`src/design/dmi_pkg.sv`:
```
// Package for the DDR2 device-side init and configuration-register block.
// Assumes one 25 MHz clock and a classic Wishbone register port.
`default_nettype none
package dmi_pkg;
   // ****************************************
   // Register map, byte addresses
   // ****************************************
   localparam logic [7:0] ADR_MAIN   = 8'h00;
   localparam logic [7:0] ADR_EXT1   = 8'h04;
   localparam logic [7:0] ADR_EXT2   = 8'h08;
   localparam logic [7:0] ADR_EXT3   = 8'h0C;
   localparam logic [7:0] ADR_STATUS = 8'h10;
   localparam logic [7:0] ADR_DECODE = 8'h14;
   // ****************************************
   // Command encoding {cs_n,ras_n,cas_n,we_n}
   // ****************************************
   localparam logic [3:0] CMD_CFG  = 4'h0;
   localparam logic [3:0] CMD_PRE  = 4'h2;
   localparam logic [3:0] CMD_REF  = 4'h1;
   localparam logic [3:0] CMD_NOP  = 4'h7;
   localparam logic [2:0] BANK_MAIN = 3'h0;
   localparam logic [2:0] BANK_EXT1 = 3'h1;
   localparam logic [2:0] BANK_EXT2 = 3'h2;
   localparam logic [2:0] BANK_EXT3 = 3'h3;
   localparam int         AP_BIT    = 10;
   // ****************************************
   // Field positions
   // ****************************************
   localparam int DLL_RST_BIT = 8;
   localparam int TEST_BIT    = 7;
   localparam logic [2:0] CAL_DEFAULT = 3'h7;
   localparam logic [2:0] CAL_EXIT    = 3'h0;
   localparam logic [2:0] BL4  = 3'h2;
   localparam logic [2:0] BL8  = 3'h3;
   // ****************************************
   // Timing
   // ****************************************
   localparam int CLK_MHZ        = 25;
   localparam int CKE_WAIT_NS    = 400;
   localparam int CKE_WAIT_CYC   = (CKE_WAIT_NS * CLK_MHZ + 999) / 1000;
   localparam int DLL_LOCK_CYC   = 200;
   localparam int REF_MIN        = 2;
   localparam logic [12:0] MAIN_RST = 13'h0000;

   typedef enum logic [3:0] {
      ST_POWER  = 4'h0,
      ST_WAIT   = 4'h1,
      ST_PRE1   = 4'h3,
      ST_EXT2   = 4'h2,
      ST_EXT3   = 4'h6,
      ST_EXT1   = 4'h7,
      ST_DLLRST = 4'h5,
      ST_PRE2   = 4'h4,
      ST_REF    = 4'hC,
      ST_MAIN   = 4'hD,
      ST_CALDEF = 4'hF,
      ST_CALEX  = 4'hE,
      ST_READY  = 4'hA,
      ST_ERROR  = 4'hB
   } dmi_state_t;

   typedef struct packed {
      logic       cs_n;
      logic       ras_n;
      logic       cas_n;
      logic       we_n;
      logic [2:0] bank;
      logic [12:0] addr;
   } dmi_cmd_t;
endpackage
`default_nettype wire

```
`src/design/dmi_init.sv`:
```
// Device-side tracker of DDR2 power-up init and configuration writes.
// Assumes command pins arrive from another chip; they are synchronised here.
//
// Added by the designer: the register offsets and register access over Wishbone.
`default_nettype none
module dmi_init (
   input  wire logic        clk_i,      // 25 MHz clock
   input  wire logic        rst_i,      // Synchronous reset, high
   input  wire logic        cke_i,      // Clock-gating pin
   input  wire logic        term_i,     // termination_control pin
   input  wire logic        cs_n_i,     // Chip select, low
   input  wire logic        ras_n_i,    // Row strobe, low
   input  wire logic        cas_n_i,    // Column strobe, low
   input  wire logic        we_n_i,     // Write enable, low
   input  wire logic [2:0]  bank_i,     // bank_select
   input  wire logic [12:0] addr_i,     // Address
   input  wire logic        wb_cyc_i,   // Wishbone cycle
   input  wire logic        wb_stb_i,   // Wishbone strobe
   input  wire logic        wb_we_i,    // Wishbone write, ignored
   input  wire logic [7:0]  wb_adr_i,   // Wishbone byte address
   input  wire logic [31:0] wb_dat_i,   // Wishbone write data, ignored
   input  wire logic [3:0]  wb_sel_i,   // Wishbone byte enables
   output logic [31:0]      wb_dat_o,   // Wishbone read data
   output logic             wb_ack_o,   // Wishbone acknowledge
   output logic             ready_o,    // Init sequence complete
   output logic             seq_err_o   // Order violated
);
   // ****************************************
   // Pin synchronisers
   // ****************************************
   localparam int PW = 22;
   logic [PW-1:0] meta, pins;
   dmi_pkg::dmi_cmd_t cmd;
   logic cke, term;
   always_ff @(posedge clk_i) begin
      meta <= {cke_i, term_i, cs_n_i, ras_n_i, cas_n_i, we_n_i,
               bank_i, addr_i};
      pins <= meta;
   end
   assign cke  = pins[21];
   assign term = pins[20];
   assign cmd  = dmi_pkg::dmi_cmd_t'(pins[19:0]);
   function automatic logic is_cfg(input dmi_pkg::dmi_cmd_t c,
                                   input logic [2:0] b);
      is_cfg = {c.cs_n, c.ras_n, c.cas_n, c.we_n} == dmi_pkg::CMD_CFG
               && c.bank == b;
   endfunction
   logic cmd_nop, cmd_pre_all, cmd_ref;
   assign cmd_nop = cmd.cs_n ||
                    {cmd.cs_n, cmd.ras_n, cmd.cas_n, cmd.we_n}
                    == dmi_pkg::CMD_NOP;
   assign cmd_pre_all = {cmd.cs_n, cmd.ras_n, cmd.cas_n, cmd.we_n}
                        == dmi_pkg::CMD_PRE && cmd.addr[dmi_pkg::AP_BIT];
   assign cmd_ref = {cmd.cs_n, cmd.ras_n, cmd.cas_n, cmd.we_n}
                    == dmi_pkg::CMD_REF;
   // ****************************************
   // Sequence tracker
   // ****************************************
   dmi_pkg::dmi_state_t state, next_state;
   logic [7:0]  cnt, next_cnt;
   logic [7:0]  dll_cnt, next_dll_cnt;
   logic [1:0]  refs, next_refs;
   logic [12:0] main_cfg, next_main_cfg;
   logic [12:0] ext1, next_ext1, ext2, next_ext2, ext3, next_ext3;
   logic        main_valid, next_main_valid;
   logic        next_ready, next_err;
   always_comb begin
      next_state      = state;
      next_cnt        = cnt;
      next_dll_cnt    = (dll_cnt == 8'hFF) ? dll_cnt : dll_cnt + 8'h01;
      next_refs       = refs;
      next_main_cfg   = main_cfg;
      next_ext1       = ext1;
      next_ext2       = ext2;
      next_ext3       = ext3;
      next_main_valid = main_valid;
      if (cke && is_cfg(cmd, dmi_pkg::BANK_EXT1)) next_ext1 = cmd.addr;
      if (cke && is_cfg(cmd, dmi_pkg::BANK_EXT2)) next_ext2 = cmd.addr;
      if (cke && is_cfg(cmd, dmi_pkg::BANK_EXT3)) next_ext3 = cmd.addr;
      if (cke && is_cfg(cmd, dmi_pkg::BANK_MAIN)) begin
         next_main_cfg   = cmd.addr;
         next_main_valid = 1'b1;
      end
      case (state)
         dmi_pkg::ST_POWER: begin
            next_cnt = 8'h00;
            if (cke) next_state = dmi_pkg::ST_WAIT;
            else if (term || !cmd_nop) next_state = dmi_pkg::ST_ERROR;
         end
         dmi_pkg::ST_WAIT: begin
            if (cnt < 8'(dmi_pkg::CKE_WAIT_CYC)) next_cnt = cnt + 8'h01;
            if (!cmd_nop) begin
               if (cmd_pre_all && cnt >= 8'(dmi_pkg::CKE_WAIT_CYC))
                  next_state = dmi_pkg::ST_PRE1;
               else
                  next_state = dmi_pkg::ST_ERROR;
            end
         end
         dmi_pkg::ST_PRE1, dmi_pkg::ST_EXT2, dmi_pkg::ST_EXT3,
         dmi_pkg::ST_EXT1, dmi_pkg::ST_DLLRST, dmi_pkg::ST_PRE2,
         dmi_pkg::ST_REF, dmi_pkg::ST_MAIN, dmi_pkg::ST_CALDEF: begin
            if (!cmd_nop) begin
               next_state = dmi_pkg::ST_ERROR;
               case (state)
                  dmi_pkg::ST_PRE1:
                     if (is_cfg(cmd, dmi_pkg::BANK_EXT2))
                        next_state = dmi_pkg::ST_EXT2;
                  dmi_pkg::ST_EXT2:
                     if (is_cfg(cmd, dmi_pkg::BANK_EXT3))
                        next_state = dmi_pkg::ST_EXT3;
                  dmi_pkg::ST_EXT3:
                     if (is_cfg(cmd, dmi_pkg::BANK_EXT1) && !cmd.addr[0]
                         && cmd.addr[9:7] == dmi_pkg::CAL_EXIT)
                        next_state = dmi_pkg::ST_EXT1;
                  dmi_pkg::ST_EXT1:
                     if (is_cfg(cmd, dmi_pkg::BANK_MAIN)
                         && cmd.addr[dmi_pkg::DLL_RST_BIT]) begin
                        next_state   = dmi_pkg::ST_DLLRST;
                        next_dll_cnt = 8'h00;
                     end
                  dmi_pkg::ST_DLLRST:
                     if (cmd_pre_all) begin
                        next_state = dmi_pkg::ST_PRE2;
                        next_refs  = 2'h0;
                     end
                  dmi_pkg::ST_PRE2, dmi_pkg::ST_REF:
                     if (cmd_ref) begin
                        next_state = dmi_pkg::ST_REF;
                        if (refs != 2'h3) next_refs = refs + 2'h1;
                     end else if (state == dmi_pkg::ST_REF
                                  && refs >= 2'(dmi_pkg::REF_MIN)
                                  && is_cfg(cmd, dmi_pkg::BANK_MAIN)
                                  && !cmd.addr[dmi_pkg::DLL_RST_BIT])
                        next_state = dmi_pkg::ST_MAIN;
                  dmi_pkg::ST_MAIN:
                     if (is_cfg(cmd, dmi_pkg::BANK_EXT1)
                         && cmd.addr[9:7] == dmi_pkg::CAL_DEFAULT
                         && dll_cnt >= 8'(dmi_pkg::DLL_LOCK_CYC))
                        next_state = dmi_pkg::ST_CALDEF;
                  default:
                     if (is_cfg(cmd, dmi_pkg::BANK_EXT1)
                         && cmd.addr[9:7] == dmi_pkg::CAL_EXIT)
                        next_state = dmi_pkg::ST_CALEX;
               endcase
            end
         end
         dmi_pkg::ST_CALEX: next_state = dmi_pkg::ST_READY;
         dmi_pkg::ST_READY: next_state = dmi_pkg::ST_READY;
         dmi_pkg::ST_ERROR: next_state = dmi_pkg::ST_ERROR;
         default:           next_state = dmi_pkg::ST_ERROR;
      endcase
      next_ready = next_state == dmi_pkg::ST_READY;
      next_err   = next_state == dmi_pkg::ST_ERROR;
   end
   always_ff @(posedge clk_i) begin
      if (rst_i) begin
         state      <= dmi_pkg::ST_POWER;
         cnt        <= 8'h00;
         dll_cnt    <= 8'h00;
         refs       <= 2'h0;
         main_cfg   <= dmi_pkg::MAIN_RST;
         ext1       <= 13'h0000;
         ext2       <= 13'h0000;
         ext3       <= 13'h0000;
         main_valid <= 1'b0;
         ready_o    <= 1'b0;
         seq_err_o  <= 1'b0;
      end else begin
         state      <= next_state;
         cnt        <= next_cnt;
         dll_cnt    <= next_dll_cnt;
         refs       <= next_refs;
         main_cfg   <= next_main_cfg;
         ext1       <= next_ext1;
         ext2       <= next_ext2;
         ext3       <= next_ext3;
         main_valid <= next_main_valid;
         ready_o    <= next_ready;
         seq_err_o  <= next_err;
      end
   end
   // ****************************************
   // Wishbone read-only register port
   // ****************************************
   logic [31:0] next_dat;
   logic        next_ack;
   logic [3:0]  burst;
   always_comb begin
      burst = (main_cfg[2:0] == dmi_pkg::BL4) ? 4'h4 :
              (main_cfg[2:0] == dmi_pkg::BL8) ? 4'h8 : 4'h0;
      next_ack = wb_cyc_i && wb_stb_i && !wb_ack_o;
      case (wb_adr_i)
         dmi_pkg::ADR_MAIN:   next_dat = {19'h0, main_cfg};
         dmi_pkg::ADR_EXT1:   next_dat = {19'h0, ext1};
         dmi_pkg::ADR_EXT2:   next_dat = {19'h0, ext2};
         dmi_pkg::ADR_EXT3:   next_dat = {19'h0, ext3};
         dmi_pkg::ADR_STATUS: next_dat = {24'h0, main_valid, seq_err_o,
                                          ready_o, 1'b0, state};
         dmi_pkg::ADR_DECODE: next_dat = {16'h0, 1'b0, main_cfg[11:9],
                                          main_cfg[dmi_pkg::TEST_BIT],
                                          main_cfg[6:4], main_cfg[3],
                                          3'h0, burst};
         default:             next_dat = 32'h0000_0000;
      endcase
   end
   always_ff @(posedge clk_i) begin
      if (rst_i) begin
         wb_ack_o <= 1'b0;
         wb_dat_o <= 32'h0000_0000;
      end else begin
         wb_ack_o <= next_ack;
         wb_dat_o <= next_dat;
      end
   end

   // ****************************************
   // Checks
   // ****************************************
   property p_ready_order;
      @(posedge clk_i) disable iff (rst_i)
      $rose(ready_o) |-> $past(state) == dmi_pkg::ST_CALEX;
   endproperty
   a_ready_order: assert property (p_ready_order)
      else $error("ready without calibration exit");
   property p_wait;
      @(posedge clk_i) disable iff (rst_i)
      (state == dmi_pkg::ST_PRE1 && $past(state) == dmi_pkg::ST_WAIT)
         |-> $past(cke, dmi_pkg::CKE_WAIT_CYC + 2);
   endproperty
   a_wait: assert property (p_wait)
      else $error("precharge accepted too early");
   property p_cal;
      @(posedge clk_i) disable iff (rst_i)
      (state == dmi_pkg::ST_CALDEF && $past(state) == dmi_pkg::ST_MAIN)
         |-> $past(state, dmi_pkg::DLL_LOCK_CYC) != dmi_pkg::ST_EXT1;
   endproperty
   a_cal: assert property (p_cal)
      else $error("calibration before DLL lock time");
   property p_ack;
      @(posedge clk_i) disable iff (rst_i)
      (wb_cyc_i && wb_stb_i && !wb_ack_o) |=> wb_ack_o ##1 !wb_ack_o;
   endproperty
   a_ack: assert property (p_ack)
      else $error("bus ack timing wrong");
   property p_err_hold;
      @(posedge clk_i) disable iff (rst_i)
      seq_err_o |=> seq_err_o;
   endproperty
   a_err_hold: assert property (p_err_hold)
      else $error("order error flag cleared");
   property p_main_cap;
      @(posedge clk_i) disable iff (rst_i)
      (cke && cmd[19:13] == {dmi_pkg::CMD_CFG, dmi_pkg::BANK_MAIN})
         |=> main_valid && main_cfg == $past(cmd.addr);
   endproperty
   a_main_cap: assert property (p_main_cap)
      else $error("main register write not captured");
endmodule
`default_nettype wire

```
`config.mk`:
```
export PLATFORM = sky130hd
export DESIGN_NAME = dmi_init
export DESIGN_NICKNAME = d
export VERILOG_FILES = /design/src/design/dmi_pkg.sv /design/src/design/dmi_init.sv
export SDC_FILE = /design/constraint.sdc
export NUM_CORES = 1
export LEC_CHECK = 0
export BUFFER_PORTS_ARGS = -buffer_cell sky130_fd_sc_hd__buf_2
export CAP_MARGIN = 20
export CORE_AREA = 4 4 111 113
export DETAILED_ROUTE_END_ITERATION = 6
export DIE_AREA = 0 0 115 117
export HOLD_SLACK_MARGIN = 0.15
export PLACE_DENSITY = 0.81
export SLEW_MARGIN = 20
export SYNTH_ARGS = -nofsm -noshare
export SYNTH_HDL_FRONTEND = slang
export SYNTH_SLANG_ARGS = --single-unit
```
`constraint.sdc`:
```
create_clock -name clk_i -period 2 [get_ports clk_i]
set_clock_uncertainty 0.2 [all_clocks]
set_input_delay 0.2 -clock clk_i [delete_from_list [all_inputs] [get_ports clk_i]]
set_output_delay 0.2 -clock clk_i [all_outputs]
set_load 0.01 [all_outputs]
```
# Word-level counts from Yosys, hierarchy flattened
# Index checks and enable logic that the tools add are counted.
dict set report totals {
  mem_bits_ro 0
  ram_bits 0
  out_inout_bits 35
  memories 0
  input_bits 71
  ff_bits 154
  latchBits 0
  word_cells 126
}
dict set report classes {
  eq_ne 34
  mul 0
  shift 0
  bitwise_logic 1
  muxes 30
  n_div 0
  reduce_logical 39
  addsub 3
  order_cmp 4
}
# op count
set op_table {}
lappend op_table {{$pmux W15 S6} 1}
lappend op_table {{$mux W4} 12}
lappend op_table {{$mux W8} 6}
lappend op_table {{$eq A4 B4 Y1 const B} 7}
lappend op_table {{$pmux W4 S7} 1}
lappend op_table {{$logic_and A1 B1 Y1} 21}
lappend op_table {{$eq A4 B3 Y1 const B} 5}
lappend op_table {{$add A8 B1 Y8 const B} 2}
lappend op_table {{$eq A8 B4 Y1 const B} 2}
lappend op_table {{$eq A8 B5 Y1 const B} 2}
lappend op_table {{$pmux W4 S4} 1}
lappend op_table {{$pmux W8 S2} 1}
lappend op_table {{$eq A3 B2 Y1 const B} 4}
lappend op_table {{$eq A4 B2 Y1 const B} 3}
lappend op_table {{$mux W3} 4}
lappend op_table {{$ne A2 B2 Y1 const B} 5}
lappend op_table {{$reduce_or A9 Y1} 1}
lappend op_table {{$eq A4 B1 Y1 const B} 2}
lappend op_table {{$eq A8 B3 Y1 const B} 1}
lappend op_table {{$eq A8 B8 Y1 const B} 1}
lappend op_table {{$ge A8 B4 Y1 const B} 1}
lappend op_table {{$ge A8 B8 Y1 const B} 1}
lappend op_table {{$logic_not A4 Y1} 2}
lappend op_table {{$logic_not A8 Y1} 1}
lappend op_table {{15 further kinds} 24}

# Depth between registers and ports, before layout
dict set report depth {
  depth_word 10
  ltp_mapped 8
  ltp_nobuf 8
}

# Worst setup path after synthesis
# Ideal clock, no wire load.
dict set report synth_path {
  path_kind {register to register}
  from {reg pins[13]}
  to {reg seq_err_o}
  required_time_ns 1.681
  arrival_ns 1.662
  period_less_slack_ns 1.981
  setup_time_ns 0.119
  slack_ns 0.019
  path_stages_with_launch 8
  path_buffers 1
  cell_sequence {dfxtp_1 -> buf_2 -> nand4_1 -> or4_1 -> a211oi_1 -> nor4_4 -> o21ai_2 -> nor3_1}
}
dict set report synth_between {
  elab_chain_cells 10
  word_cells_on_any_way 28
  cone_classes {4 x eq/ne; 11 x mux; 13 x reduce/logical}
}
# item line
set synth_lines {}
lappend synth_lines {{start: declaration} dmi_init.sv:32} ;# logic [PW-1:0] meta, pins;
lappend synth_lines {{start signal: assignment} dmi_init.sv:38} ;# pins <= meta;
lappend synth_lines {{$logic_not A3 Y1} dmi_init.sv:46} ;# && c.bank == b;
lappend synth_lines {{$logic_and A1 B1 Y1} dmi_init.sv:46}
lappend synth_lines {{$logic_and A1 B1 Y1} dmi_init.sv:132} ;# && is_cfg(cmd, dmi_pkg::BANK_MAIN)
lappend synth_lines {{$logic_and A1 B1 Y1} dmi_init.sv:133} ;# && !cmd.addr[dmi_pkg::DLL_RST_BIT])
lappend synth_lines {{$mux W3} dmi_init.sv:130} ;# end else if (state == dmi_pkg::ST_REF
lappend synth_lines {{$mux W3} dmi_init.sv:127} ;# if (cmd_ref) begin
lappend synth_lines {{$pmux W4 S7 *} dmi_init.sv:104} ;# case (state)
lappend synth_lines {{$mux W4 *} dmi_init.sv:102} ;# if (!cmd_nop) begin
lappend synth_lines {{$pmux W4 S4 *} dmi_init.sv:84} ;# case (state)
lappend synth_lines {{$eq A4 B4 Y1 *} dmi_init.sv:153} ;# next_err = next_state == dmi_pkg::ST_ERROR;
lappend synth_lines {{end signal: assignment} dmi_init.sv:179} ;# seq_err_o <= next_err;
lappend synth_lines {{end: declaration} dmi_init.sv:26} ;# output logic seq_err_o
# Mark *: on every way between the ends. The rest lies on a longest branch, timed or not.
# A chain may end at the register's enable or synchronous reset.

# Final worst setup path
dict set report layout_path {
  from {reg pins[18]}
  to {reg ready_o}
}
dict set report layout_between {
  elab_chain_cells 10
  word_cells_on_any_way 38
  cone_classes {4 x eq/ne; 16 x mux; 18 x reduce/logical}
}
# item line
set layout_lines {}
lappend layout_lines {{$logic_not A4 Y1} dmi_init.sv:45} ;# is_cfg = {c.cs_n, c.ras_n, c.cas_n, c.we_n} == dmi_pkg::CMD_CFG
lappend layout_lines {{$logic_and A1 B1 Y1} dmi_init.sv:46}
lappend layout_lines {{$logic_and A1 B1 Y1} dmi_init.sv:132}
lappend layout_lines {{$logic_and A1 B1 Y1} dmi_init.sv:133}
lappend layout_lines {{$mux W3} dmi_init.sv:130}
lappend layout_lines {{$mux W3} dmi_init.sv:127}
lappend layout_lines {{$pmux W4 S7} dmi_init.sv:104}
lappend layout_lines {{$mux W4} dmi_init.sv:102}
lappend layout_lines {{$pmux W4 S4 *} dmi_init.sv:84}
lappend layout_lines {{$eq A4 B4 Y1 *} dmi_init.sv:152} ;# next_ready = next_state == dmi_pkg::ST_READY;
lappend layout_lines {{end signal: assignment} dmi_init.sv:178} ;# ready_o <= next_ready;
lappend layout_lines {{end: declaration} dmi_init.sv:25} ;# output logic ready_o,
# Marks and branches as above.

==> parameters.txt <==
Parameter                              Value

Run status
  Run status ... finished, violations left
  Failing checks ... negative setup slack

Timing
  Worst Slack Setup Final ... -94.20 ps
  Clock period minus final worst setup slack ... 2094 ps
  Slew headroom ... 58.85%
  Max Fclk ... 477.5 MHz
  RSZ-0062 raised after global routing ... yes
  Fraction of the cycle the final worst path needs ... 104.7%
  Least-Margin Pin Slew ... 617.2 ps
  Final Hold Viols ... 0
  Final setup violation count ... 3
  Final-report max-slew violation count ... 0

Logic synthesis
  Top post-synthesis cells by count ... dfxtp_1, nor2_1, mux2i_1, nand2_1, buf_4
  Number of enable flip-flop cells after synthesis ... 0
  Netlist cell types ... 76
  Fraction of the mapped netlist area in adder cells ... 1.380%
  Yosys warning count ... 0
  Cell area after synthesis ... 5439 um2
  Multiplexer fraction of the synthesized cell area ... 13.04%
  Synthesized area divided by synthesized cell count ... 10.34 um2
  Largest family of logic cells by synthesized area ... simple AND/OR/NAND/NOR gates
  Sequential area share after synthesis ... 50.43%
  Simple-gate area share of the yosys netlist ... 17.78%
  Number of register bits inferred by synthesis ... 137
  Cells taking the most area after synthesis ... dfxtp_1, mux2i_1, nor2_1
  Post-synthesis share of cell area spent on xor and xnor gates ... 0.8052%
  Dominant cell type by area after synthesis ... dfxtp_1
  Count leader, synth ... dfxtp_1
  Share of Yosys cell area claimed by the top area cell type ... 50.43%
  Complex-gate fraction of the synthesized area ... 10.28%
  Ys async rst share ... 0%
  Cell count after synthesis ... 526
  Primary FF master, synth ... dfxtp_1

Power
  Maximum vdd drop ... 0.0006867 V
  Static leakage ... 3.460 nW
  Pwr Total ... 7.714 mW
  Power density over cell area ... 1024 nW/um2

Cells and area
  Diode count ... 0
  Cell area after layout ... 7532 um2
  Final std cells w/o fill ... 845
  Net count, final ... 768
  Signed area change from the synthesized netlist to the final layout ... 38.49%
  Utilization after layout ... 66.53%
  Share of final-layout standard cells stronger than drive strength 1 ... 30.91%

CTS
  Number of H-tree levels ... 4
  Max Root-Sink Buffers ... 2
  Clock root buffer master ... clkbuf_16
  Clock-pin transition on the worst setup and hold timing paths ... 60 ps
  CTS Buf Count ... 17
  Skew-Pair Late Insertion Delay ... 420 ps
  Clock sink count ... 137
  TritonCTS clock tree ... done

Setup path
  Worst reg2reg path depth ... 8
  Last element of the critical path ... ready_o
  R2r setup slk ... -90 ps
  Start point of the critical path ... pins[18]
  Endpoint class of the critical path ... flip-flop
  Critical register-to-register path endpoint ... ready_o
  Startpoint type of the worst setup path ... flip-flop
  Worst path slowest cell ... o41ai_2
  List of cells traversed by the critical path ... nor3_4, buf_4, buf_4, a31oi_1, o41ai_2, a31oi_2, o21ai_2, nor3b_2
  Data required time of the worst path ... 2100 ps
  Largest incremental delay on the critical path ... 400 ps
  Launch point of the worst reg-to-reg path ... pins[18]
  Most frequent cell on the critical path ... buf_4
  Setup Crit Path Kind ... flip-flop to flip-flop
  Worst Path Arrival ... 2200 ps
  Highest fanout seen on the critical path ... 5

Placed design
  Global placement routability congestion ... 0.8940
  Area of placed instances ... 6206 um2
  Half-perimeter wire length after placement ... 8736 um
  # placed instances ... 764
  PortBufs ... 51

Die
  Overall die height ... 117 um
  Count of boundary I/O pins ... 106
  Die footprint ... 13460 um2
  Horizontal die dimension ... 115 um
  Starting utilization of the core area ... 48.04%
  Row count ... 39
  Core Region ... 11320 um2

Global route
  Aggregate global routing overflow ... 0
  Global-route wire length before repair ... 23660 um
  Largest net degree at the start of global routing ... 61
  Total global-route track usage ... 22.46%
  Via count of the first global-routing pass ... 4916
  Number of antenna violations at the first check in global routing ... 0

Job
  Max-cap violations ... 0

Drt
  Routed length per placed instance ... 17.62 um
  First DRT Iteration DRCs ... 387
  Post-route ant nets ... 0
  Via total after detailed routing ... 4637
  Total Wirelength ... 14890 um
  Detailed Routing Iterations Pass 1 ... 5
  Vias per cell ... 5.488
  Number of design rule violations left after detail routing ... 0

Worst hold path
  Depth of the worst hold-timing path ... 0
  Hold Crit Class ... flip-flop to flip-flop
-- how the worst min path moves through the flow --
stage	startpoint	endpoint	slack, ps
detailed placement	addr_i[6]	meta[6]	100
CTS	meta[12]	pins[12]	160
global placement	addr_i[6]	meta[6]	100
finish	meta[12]	pins[12]	150
global route	meta[12]	pins[12]	160
floorplan	addr_i[0]	meta[0]	30
-- metrics by stage --
stage | setup TNS, ps | worst slack, ps | hold slack, ps
5_1_grt | -783.1 | -172.9 | 163.9
3_3_place_gp | -1000 | -191.5 | 102.2
2_1_floorplan | 0 | 18.88 | 27.72
4_1_cts | -130.4 | -51.47 | 156.2
3_5_place_dp | -1294 | -169.0 | 103.6
6_report | -193.5 | -94.20 | 148.7
-- where the power goes --
part	leakage (nW)	internal (mW)	total, mW	switching (mW)
registers	1.13	2.85	2.98	0.131
logic	2.02	0.662	1.25	0.592
clock network	0.311	2.30	3.48	1.18
-- cells in the final DEF (no fill, tap or decap), types with 5 or more instances in the layout --
cell type and count:
dfxtp_1 125, nor2_1 86, buf_4 69, mux2i_1 52, buf_2 51, dlygate4sd3_1 48
nand2_1 24, a21oi_1 17, conb_1 17, clkbuf_16 17, inv_1 12, a222oi_1 11
mux2_2 9, nand3_1 7, o21ai_0 7, nor3_1 6, a31oi_1 6, and3_1 6
dfxtp_2 6, dfxtp_4 6, ha_1 5, bufinv_16 5
-- state kept, by name, summed over array words and instances (netlist names) --
signal,flops
meta,22
pins,22
wb_dat_o,15
ext1,13
ext2,13
ext3,13
main_cfg,13
cnt,8
dll_cnt,8
state,4
refs,2
main_valid,1
ready_o,1
seq_err_o,1
wb_ack_o,1
-- per-layer routing --
metal	track usage [%]	share of wire, %	up-vias
li1	-	-	2185
met5	0	0	-
met4	11.66	3.5	0
met1	24.61	39	2228
met3	6.170	6.2	42
met2	39.78	51	182
-- cell families (layout without fill, tap and decap cells) --
family                     count (synthesis)  after routing
other                                      1             17
buffers and inverters                     56            216
adders and majority gates                  6              6
AOI/OAI and AO/OA                         72             72
xor gates and xnor gates                   5              5
DFF                                      137            137
and+or+nand+nor                          183            183
muxes                                     66             66
-- critical path, delay by kind of cell, from the launching register on --
kind | cells | cell delay, ps
AOI/OAI and AO/OA | 4 | 830
and+or+nand+nor | 2 | 330
DFF | 1 | 360
buffers and inverters | 2 | 250
-- layout make-up --
cell class | count | area [um2]
Fill cell | 785 | 3789
Sequential cell | 137 | 2773
Multi-Input combinational cell | 349 | 2540
Timing Repair Buffer | 174 | 1339
Clock buffer | 20 | 466.7
Clock inverter | 10 | 190.2
Tap cell | 143 | 178.9
Inverter | 12 | 45.04
-- timing repair --
| item | 4_1_cts | 5_1_grt |
|---|---|---|
| hold buffers | 48 | 0 |
| buffers inserted | 1 | 2 |
| endpoints found under the hold margin | 55 | 0 |
| gates resized for setup | 14 | 32 |
| setup endpoints to repair | 5 | 39 |
| pin swaps | 7 | 16 |
Power figures use the tool's default switching activity.
